### src/sli_pkg.sv
// constants for the second-level interrupt status and mask block
// assumes a byte-wide register index and 16-bit register data
//
// ============================================================
// package
// ============================================================
package sli_pkg;

    // ============================================================
    // register port widths
    // ============================================================
    localparam int unsigned ADDR_W = 8;  // register index width
    localparam int unsigned DATA_W = 16; // register data width

    // ============================================================
    // register indices
    // ============================================================
    // first-level status, holds the codec group bit
    localparam logic [7:0] ADDR_FIRST_LEVEL_STATUS    = 8'h19;
    // status two, read clears
    localparam logic [7:0] ADDR_IRQ_STATUS_TWO        = 8'h1A;
    // comparator status, read clears
    localparam logic [7:0] ADDR_COMPARATOR_IRQ_STATUS = 8'h1F;
    // status two mask, read/write
    localparam logic [7:0] ADDR_IRQ_STATUS_TWO_MASK   = 8'h22;
    // comparator mask, read/write
    localparam logic [7:0] ADDR_COMPARATOR_IRQ_MASK   = 8'h27;

    // ============================================================
    // field positions
    // ============================================================
    localparam int unsigned BIT_SINK_FAULT     = 13; // status two
    localparam int unsigned BIT_USB_SUPPLY_FEEDBACK         = 15; // comparator
    localparam int unsigned BIT_ADAPTOR_FB     = 14; // comparator
    localparam int unsigned BIT_BATTERY_FB     = 13; // comparator
    localparam int unsigned BIT_LEFT_JACK      = 11; // comparator
    localparam int unsigned BIT_RIGHT_JACK     = 10; // comparator
    localparam int unsigned BIT_MIC_SHORT      = 9;  // comparator
    localparam int unsigned BIT_MIC_PRESENCE   = 8;  // comparator
    localparam int unsigned BIT_FIRST_CODEC    = 7;  // first level

    // low bit of each comparator group, groups are contiguous
    localparam int unsigned SUPPLY_LSB = 13; // supply group 15:13
    localparam int unsigned CODEC_LSB  = 8;  // codec group 11:8
    localparam int unsigned SUPPLY_N   = 3;  // supply sources
    localparam int unsigned CODEC_N    = 4;  // codec sources

    // ============================================================
    // reset values
    // ============================================================
    localparam logic       RST_SINK_MASK   = 1'b0;   // unmasked
    localparam logic [2:0] RST_SUPPLY_MASK = 3'h0;   // unmasked
    localparam logic [3:0] RST_CODEC_MASK  = 4'h0;   // unmasked
    localparam logic [15:0] RST_RDATA      = 16'h0000;

endpackage

### src/sli_flag_cell.sv
// one second-level interrupt flag: synchroniser, edge detect, sticky
// assumes the source is asynchronous to clk and clear is a
// one-cycle pulse from the register read decode on clk
`timescale 1ns/100ps

// ============================================================
// flag cell
// ============================================================
module sli_flag_cell #(
    parameter bit BOTH_EDGES = 1'b1 // 1: both edges, 0: rising only
) (
    input  wire logic clk,
    input  wire logic reset_n,
    input  wire logic src_async,
    input  wire logic clear,
    output logic      flag
);

    logic meta_r;    // first stage, read only by sync_r
    logic sync_r;    // second stage, safe to use
    logic prev_r;    // last synchronised level
    logic [2:0] prime_r; // top bit high once prev_r is a real sample
    logic event_nxt; // edge seen this cycle
    logic flag_r;    // sticky flag

    // ============================================================
    // two-stage synchroniser
    // ============================================================
    always_ff @(posedge clk or negedge reset_n) begin
        if (!reset_n) begin
            meta_r <= 1'b0;
            sync_r <= 1'b0;
        end else begin
            meta_r <= src_async;
            sync_r <= meta_r;
        end
    end

    // ============================================================
    // edge history
    // ============================================================
    // priming stops a source that is already high at reset from
    // being mistaken for a fresh edge; meta, sync and prev need
    // three edges to hold real samples, so priming waits three
    // edges too; a change before the first edge after release is
    // lost, which is the price of no false flag at power-up
    always_ff @(posedge clk or negedge reset_n) begin
        if (!reset_n) begin
            prev_r  <= 1'b0;
            prime_r <= 3'h0;
        end else begin
            prev_r  <= sync_r;
            prime_r <= {prime_r[1:0], 1'b1};
        end
    end

    // edge detect, rising only or any change
    always_comb begin
        if (BOTH_EDGES) begin
            event_nxt = prime_r[2] & (sync_r ^ prev_r);
        end else begin
            event_nxt = prime_r[2] & sync_r & ~prev_r;
        end
    end

    // ============================================================
    // sticky flag: an edge in the clearing cycle wins
    // ============================================================
    always_ff @(posedge clk or negedge reset_n) begin
        if (!reset_n) begin
            flag_r <= 1'b0;
        end else begin
            flag_r <= event_nxt | (flag_r & ~clear);
        end
    end

    assign flag = flag_r;

endmodule // sli_flag_cell

### src/sli_irq_top.sv
// second-level interrupt status and mask for the current sink,
// external supply and codec groups, with the first-level codec bit
// assumes a simple register port on clk: one-cycle read and write
// strobes, index and data valid with the strobe
`timescale 1ns/100ps

// ============================================================
// top
// ============================================================
module sli_irq_top (
    input  wire logic        clk,
    input  wire logic        reset_n,
    // register port
    input  wire logic [7:0]  reg_addr,
    input  wire logic        reg_wr,
    input  wire logic        reg_rd,
    input  wire logic [15:0] reg_wdata,
    output logic      [15:0] reg_rdata,
    // asynchronous source conditions
    input  wire logic        sink_regulation_lost,
    input  wire logic        usb_supply_feedback,
    input  wire logic        adaptor_supply_feedback,
    input  wire logic        battery_supply_feedback,
    input  wire logic        left_jack_detect,
    input  wire logic        right_jack_detect,
    input  wire logic        mic_short_detect,
    input  wire logic        mic_presence_detect,
    // first-level group interrupts, active high levels
    output logic             sink_group_irq,
    output logic             supply_group_irq,
    output logic             codec_group_irq
);

    // ============================================================
    // helper
    // ============================================================
    // any flag pending whose mask bit is clear, used by each group
    // the sink group pads its single flag into the same four-bit
    // form, so all three groups share one definition of pending
    function automatic logic pending4(input logic [3:0] flags,
                                      input logic [3:0] masks);
        pending4 = |(flags & ~masks);
    endfunction

    // ============================================================
    // declarations
    // ============================================================
    logic        rd_first_level;   // read of first-level status
    logic        rd_status_two;    // read of status two
    logic        rd_comparator;    // read of comparator status
    logic        wr_status_two_m;  // write of status two mask
    logic        wr_comparator_m;  // write of comparator mask

    logic        sink_regulation_fault_flag; // status two bit 13
    logic [6:0]  comp_src;         // comparator sources, codec low
    logic [6:0]  comp_flag;        // comparator flags, codec low

    logic        usb_feedback_change_flag;
    logic        adaptor_feedback_change_flag;
    logic        battery_feedback_change_flag;
    logic        left_jack_detect_flag;
    logic        right_jack_detect_flag;
    logic        mic_short_detect_flag;
    logic        mic_presence_flag;

    logic        sink_regulation_fault_mask_r; // status two mask 13
    logic [2:0]  supply_mask_r;    // comparator mask 15:13
    logic [3:0]  codec_mask_r;     // comparator mask 11:8

    logic        sink_pend;        // unmasked sink flag
    logic        supply_pend;      // any unmasked supply flag
    logic        codec_pend;       // any unmasked codec flag
    logic        first_codec_r;    // first-level codec bit

    logic [15:0] status_two_word;  // read image, status two
    logic [15:0] comparator_word;  // read image, comparator
    logic [15:0] status_two_m_word; // read image, status two mask
    logic [15:0] comparator_m_word; // read image, comparator mask
    logic [15:0] first_level_word;  // read image, first level
    logic [15:0] rdata_nxt;        // next read data

    // ============================================================
    // register decode
    // ============================================================
    // strobes come from logic on clk, so they are used directly
    // writes to status indices decode to nothing and are ignored
    assign rd_first_level  = reg_rd &
        (reg_addr == sli_pkg::ADDR_FIRST_LEVEL_STATUS);
    assign rd_status_two   = reg_rd &
        (reg_addr == sli_pkg::ADDR_IRQ_STATUS_TWO);
    assign rd_comparator   = reg_rd &
        (reg_addr == sli_pkg::ADDR_COMPARATOR_IRQ_STATUS);
    assign wr_status_two_m = reg_wr &
        (reg_addr == sli_pkg::ADDR_IRQ_STATUS_TWO_MASK);
    assign wr_comparator_m = reg_wr &
        (reg_addr == sli_pkg::ADDR_COMPARATOR_IRQ_MASK);

    // ============================================================
    // current sink fault flag
    // ============================================================
    // the only source of the sink group, rising edge only
    sli_flag_cell #(
        .BOTH_EDGES (1'b0)
    ) u_sink_flag (
        .clk        (clk),
        .reset_n    (reset_n),
        .src_async  (sink_regulation_lost),
        .clear      (rd_status_two),
        .flag       (sink_regulation_fault_flag)
    );

    // ============================================================
    // comparator flags: supply and codec
    // ============================================================
    // source order follows bit order, bit 8 upward with 12 skipped
    assign comp_src = {usb_supply_feedback,
                       adaptor_supply_feedback,
                       battery_supply_feedback,
                       left_jack_detect,
                       right_jack_detect,
                       mic_short_detect,
                       mic_presence_detect};

    // every one of these latches on any change of its source
    for (genvar g = 0; g < 7; g++) begin : g_comp
        sli_flag_cell #(
            .BOTH_EDGES (1'b1)
        ) u_flag (
            .clk        (clk),
            .reset_n    (reset_n),
            .src_async  (comp_src[g]),
            .clear      (rd_comparator),
            .flag       (comp_flag[g])
        );
    end

    // named views of the comparator flags
    assign usb_feedback_change_flag     = comp_flag[6];
    assign adaptor_feedback_change_flag = comp_flag[5];
    assign battery_feedback_change_flag = comp_flag[4];
    assign left_jack_detect_flag        = comp_flag[3];
    assign right_jack_detect_flag       = comp_flag[2];
    assign mic_short_detect_flag        = comp_flag[1];
    assign mic_presence_flag            = comp_flag[0];

    // ============================================================
    // status two mask register
    // ============================================================
    // only bit 13 lives here; the other bits belong to other groups
    always_ff @(posedge clk or negedge reset_n) begin
        if (!reset_n) begin
            // unmasked out of reset
            sink_regulation_fault_mask_r <=
                sli_pkg::RST_SINK_MASK;
        end else if (wr_status_two_m) begin
            sink_regulation_fault_mask_r <=
                reg_wdata[sli_pkg::BIT_SINK_FAULT];
        end
    end

    // ============================================================
    // comparator mask register
    // ============================================================
    // supply bits 15:13 and codec bits 11:8, bit 12 is not stored
    always_ff @(posedge clk or negedge reset_n) begin
        if (!reset_n) begin
            supply_mask_r <= sli_pkg::RST_SUPPLY_MASK;
            codec_mask_r  <= sli_pkg::RST_CODEC_MASK;
        end else if (wr_comparator_m) begin
            supply_mask_r <=
                reg_wdata[sli_pkg::SUPPLY_LSB +: sli_pkg::SUPPLY_N];
            codec_mask_r  <=
                reg_wdata[sli_pkg::CODEC_LSB +: sli_pkg::CODEC_N];
        end
    end

    // ============================================================
    // group pending terms
    // ============================================================
    // masks gate the group outputs and the first-level codec bit, never the flags themselves
    assign sink_pend   = pending4({3'h0, sink_regulation_fault_flag},
        {3'h0, sink_regulation_fault_mask_r});
    assign supply_pend = pending4({1'b0, comp_flag[6:4]},
        {1'b0, supply_mask_r});
    assign codec_pend  = pending4(comp_flag[3:0],
        codec_mask_r);

    // ============================================================
    // first-level codec bit
    // ============================================================
    // sticky copy of the codec group; a pending codec flag in the
    // clearing cycle keeps it set, so nothing slips past a read
    always_ff @(posedge clk or negedge reset_n) begin
        if (!reset_n) begin
            first_codec_r <= 1'b0;
        end else begin
            first_codec_r <= codec_pend |
                (first_codec_r & ~rd_first_level);
        end
    end

    // ============================================================
    // first-level outputs
    // ============================================================
    // combinational from flops, no extra cycle of latency
    // flags and masks are both flops, so these outputs cannot
    // glitch from a source edge; a mask write shows right after
    // the edge that takes it
    assign sink_group_irq   = sink_pend;
    assign supply_group_irq = supply_pend;
    assign codec_group_irq  = codec_pend;

    // ============================================================
    // read images
    // ============================================================
    // unused bits read as zero
    always_comb begin
        status_two_word   = 16'h0000;
        comparator_word   = 16'h0000;
        status_two_m_word = 16'h0000;
        comparator_m_word = 16'h0000;
        first_level_word  = 16'h0000;
        // masked flags remain visible here
        status_two_word[sli_pkg::BIT_SINK_FAULT] =
            sink_regulation_fault_flag;
        comparator_word[sli_pkg::BIT_USB_SUPPLY_FEEDBACK] =
            usb_feedback_change_flag;
        comparator_word[sli_pkg::BIT_ADAPTOR_FB] =
            adaptor_feedback_change_flag;
        comparator_word[sli_pkg::BIT_BATTERY_FB] =
            battery_feedback_change_flag;
        comparator_word[sli_pkg::BIT_LEFT_JACK] =
            left_jack_detect_flag;
        comparator_word[sli_pkg::BIT_RIGHT_JACK] =
            right_jack_detect_flag;
        comparator_word[sli_pkg::BIT_MIC_SHORT] =
            mic_short_detect_flag;
        comparator_word[sli_pkg::BIT_MIC_PRESENCE] =
            mic_presence_flag;
        status_two_m_word[sli_pkg::BIT_SINK_FAULT] =
            sink_regulation_fault_mask_r;
        comparator_m_word[sli_pkg::SUPPLY_LSB +: sli_pkg::SUPPLY_N] =
            supply_mask_r;
        comparator_m_word[sli_pkg::CODEC_LSB +: sli_pkg::CODEC_N] =
            codec_mask_r;
        first_level_word[sli_pkg::BIT_FIRST_CODEC] =
            first_codec_r;
    end

    // ============================================================
    // read mux
    // ============================================================
    // unmapped indices answer zero
    always_comb begin
        case (reg_addr)
            sli_pkg::ADDR_FIRST_LEVEL_STATUS: begin
                rdata_nxt = first_level_word;
            end
            sli_pkg::ADDR_IRQ_STATUS_TWO: begin
                rdata_nxt = status_two_word;
            end
            sli_pkg::ADDR_COMPARATOR_IRQ_STATUS: begin
                rdata_nxt = comparator_word;
            end
            sli_pkg::ADDR_IRQ_STATUS_TWO_MASK: begin
                rdata_nxt = status_two_m_word;
            end
            sli_pkg::ADDR_COMPARATOR_IRQ_MASK: begin
                rdata_nxt = comparator_m_word;
            end
            default: begin
                rdata_nxt = 16'h0000;
            end
        endcase
    end

    // ============================================================
    // read data register
    // ============================================================
    // captures the value before the clear, so a read returns the
    // flags it is clearing; held until the next read
    always_ff @(posedge clk or negedge reset_n) begin
        if (!reset_n) begin
            reg_rdata <= sli_pkg::RST_RDATA;
        end else if (reg_rd) begin
            reg_rdata <= rdata_nxt;
        end
    end

endmodule // sli_irq_top

### config.mk
export PLATFORM = sky130hd
export DESIGN_NAME = sli_irq_top
export DESIGN_NICKNAME = d
export VERILOG_FILES = /design/src/sli_pkg.sv /design/src/sli_flag_cell.sv /design/src/sli_irq_top.sv
export SDC_FILE = /design/constraint.sdc
export NUM_CORES = 1
export LEC_CHECK = 0
export BUFFER_PORTS_ARGS = -buffer_cell sky130_fd_sc_hd__buf_2
export CORE_ASPECT_RATIO = 0.6
export CORE_MARGIN = 2
export CORE_UTILIZATION = 45
export DETAILED_ROUTE_END_ITERATION = 10
export GPL_TIMING_DRIVEN = 1
export HOLD_SLACK_MARGIN = 0.15
export PLACE_DENSITY_LB_ADDON = 0.12
export SYNTH_ARGS = -nofsm -noshare
export SYNTH_HDL_FRONTEND = slang
export SYNTH_SLANG_ARGS = --single-unit
### constraint.sdc
create_clock -name clk -period 0.9 [get_ports clk]
set_input_delay 0.09 -clock clk [delete_from_list [all_inputs] [get_ports clk]]
set_output_delay 0.09 -clock clk [all_outputs]
set_load 0.05 [all_outputs]
==> results.json <==
{
  "outcome": "finished with violations",
  "violations": "setup timing",
  "finalHoldViolCount": 0,
  "rows": 18,
  "wire_per_inst_um": 14.3,
  "grt_max_degree": 53,
  "io-pin-count": 55,
  "min_to": "sink_regulation_fault_mask_r",
  "die_x_um": 89.4,
  "combinationalPowerShare_pct": 10.7,
  "grtUsageMet3_pct": 4.48,
  "clk_path_buf_depth": 2,
  "synth_edf_count": 0,
  "setup_ws_ns": -0.459,
  "met2_usage_pct": 29.3,
  "worstPathMaxFanout": 2,
  "num_vias": 1441,
  "r2r-start": "codec_mask_r[3]",
  "synth_cells": 145,
  "grtUsageTotal_pct": 18.5,
  "gp_congestion": 0.821,
  "crit_type": "flip-flop to output pin",
  "area_growth_pct": 55.0,
  "slew_violations": 0,
  "grt_pass1_wl_um": 6920,
  "top_usage_layer": "met2",
  "final_nets": 273,
  "grt-ovfl-total": 0,
  "worst_clock_skew_ns": 0.00285,
  "r2r-end": "first_codec_r",
  "switching_share_pct": 21.6,
  "drt-initial-drc-count": 60,
  "synth_top_area_share_pct": 66.1,
  "netlist_top_cells_area": "dfrtp_1 66%, a22o_1 4.0%, mux2_2 4.0%, buf_4 3.4%, xor2_1 3.1%",
  "ff2ff_setup_slack_ns": -0.41,
  "finalCritPeriodShare_pct": 151,
  "clkTransAtPathRegs_ns": 0.09,
  "antenna_found_initial": 0,
  "crit_arrival_ns": 1.27,
  "rr_worst_depth": 6,
  "core_sq_um": 4170,
  "ys.flop_type": "dfrtp_1",
  "synth_commonest_cells": "52 x dfrtp_1, 14 x inv_1, 9 x a22o_1, 9 x buf_4",
  "post-route-min-period_ns": 1.36,
  "powerDensity_nw_per_um2": 1570,
  "p_sw_mw": 1.04,
  "hpwl_um": 2730,
  "synthesis.area_sq_um": 1970,
  "setup_violations": 23,
  "drive_gt1_share_pct": 48.1,
  "min_path_type": "input port to flip-flop",
  "fillers": 281,
  "ys_ff_latch": 52,
  "die-area_sq_um": 4940,
  "die_h_um": 55.2,
  "ys_types": 32,
  "cts_tree": "yes",
  "holdCritStartpoint": "reg_wr",
  "synth-seq-area-share_pct": 66.1,
  "yosysTopAreaCell": "dfrtp_1",
  "irDropWorstVdd_mv": 1.11,
  "total_leakage_power_nw": 1.45,
  "critPathLaunchType": "flip-flop",
  "cts_root_buf": "clkbuf_8",
  "grt_pass1_vias": 1468,
  "totalWireLength_um": 4240,
  "async_flop_share_pct": 100,
  "diodes": 0,
  "use_met1_pct": 25.6,
  "drc": 0,
  "clock_latency_ns": 0.30,
  "htreeDepth": 2,
  "rsz0062_at_grt": "true",
  "portBuffers": 37,
  "synth_warnings": 0,
  "required_ns": 0.81,
  "cts_sinks": 52,
  "maxCapViolations": 0,
  "finish.utilization_pct": 73.2,
  "cts_made_buffers": 5,
  "initial_core_util_pct": 47.3,
  "p_seq_share_pct": 51.6,
  "p_clk_share_pct": 37.8,
  "whs_ns": 0.179,
  "yosysMostFrequentCell": "dfrtp_1",
  "hold_depth": 3,
  "p_int_mw": 3.76,
  "avgSynthCellArea_sq_um": 13.6,
  "fmax_mhz": 736,
  "viasPerCell": 4.85,
  "ant_nets": 0,
  "crit_path_end_kind": "output pin",
  "first_pass_iters": 4
}
kinds of logic (layout without fill, tap and decap cells):
| group | count (synthesis) | count (layout) | synth area share (%) |
|---|---|---|---|
| compound gates | 29 | 29 | 11.4 |
| xor+xnor | 7 | 7 | 3.11 |
| buf+inv | 26 | 111 | 7.05 |
| simple gates | 21 | 21 | 7.24 |
| other cells | 2 | 9 | 0.381 |
| flops | 52 | 52 | 66.1 |
| mux | 8 | 8 | 4.76 |
cell type report:
class	count	area [sq um]	area share, %
Clock buffer	5	68.8	2.26
Multi-Input combinational cell	74	698	22.9
Inverter	14	52.6	1.72
Timing Repair Buffer	90	795	26.0
Sequential cell	52	1300	42.7
Clock inverter	2	60.1	1.97
Tap cell	60	75.1	2.46
critical path: stages (launching register included):
cell and delay (ns):
dfrtp_1 0.38, inv_2 0.04, a22oi_2 0.23, o221ai_4 0.14, buf_6 0.17
power by group through the flow:
stage	clock network (mW)	registers [mW]	logic, mW
after detailed placement	0	2.52	0.398
after floorplan	0	2.52	0.223
after CTS	1.84	2.47	0.490
after global routing	1.97	2.49	0.551
after global placement	0	2.51	0.388
final	1.81	2.47	0.511
cells in the final DEF (no fill, tap or decap), types with 9 or more instances in the layout:
master	n
dlygate4sd3_1	16
buf_4	21
conb_1	9
buf_2	24
buf_6	25
inv_1	11
a22o_1	9
dfrtp_1	51
how the worst max path moves through the flow:
stage	slack, ns	startpoint	cells after the start	to
after floorplan	-0.26	codec_mask_r[3]	4	first_codec_r
after CTS	-0.47	g_comp[3].u_flag.flag	3	codec_group_irq
after global placement	-0.31	reg_addr[3]	5	supply_mask_r[2]
after global routing	-0.55	codec_mask_r[3]	4	codec_group_irq
final	-0.46	codec_mask_r[3]	4	codec_group_irq
after detailed placement	-0.36	reg_addr[3]	5	supply_mask_r[0]
stage by stage:
step | worst slack, ns | cell area [sq um] | std cells | TNS, ns | total power [mW]
5_1_grt | -0.545 | 3050 | 297 | -3.38 | 5.00
6_report | -0.459 | 3050 | 297 | -2.57 | 4.80
3_3_place_gp | -0.311 | 2460 | 258 | -6.23 | 2.90
2_1_floorplan | -0.257 | 2120 | 152 | -2.94 | 2.74
4_1_cts | -0.468 | 2940 | 289 | -1.97 | 4.81
3_5_place_dp | -0.357 | 2460 | 258 | -6.91 | 2.92
repair_timing:
action / CTS / global route
hold endpoints to repair: 68 / 0
setup endpoints to repair: 25 / 35
hold buffers: 16 / 0
pin swaps: 9 / 7
buffers inserted: 8 / 12
gates resized for setup: 33 / 15
layer usage:
| metal | vias up | share of wire [%] | wire length, um |
|---|---|---|---|
| met5 | - | 0 | 0 |
| met4 | 0 | 0.90 | 38 |
| met3 | 4 | 5.6 | 239 |
| met2 | 52 | 50 | 2140 |
| met1 | 714 | 43 | 1830 |
| li1 | 671 | - | - |
registers in the layout, summed over array words and instances (netlist names), 3 cells and up:
name	cells
g_comp.u_flag.prev_r	7
g_comp.u_flag.prime_r	3
reg_rdata	8
codec_mask_r	4
g_comp.u_flag.sync_r	7
g_comp.u_flag.meta_r	7
g_comp.u_flag.flag	7
supply_mask_r	3
(Power assumes the default switching activity.)
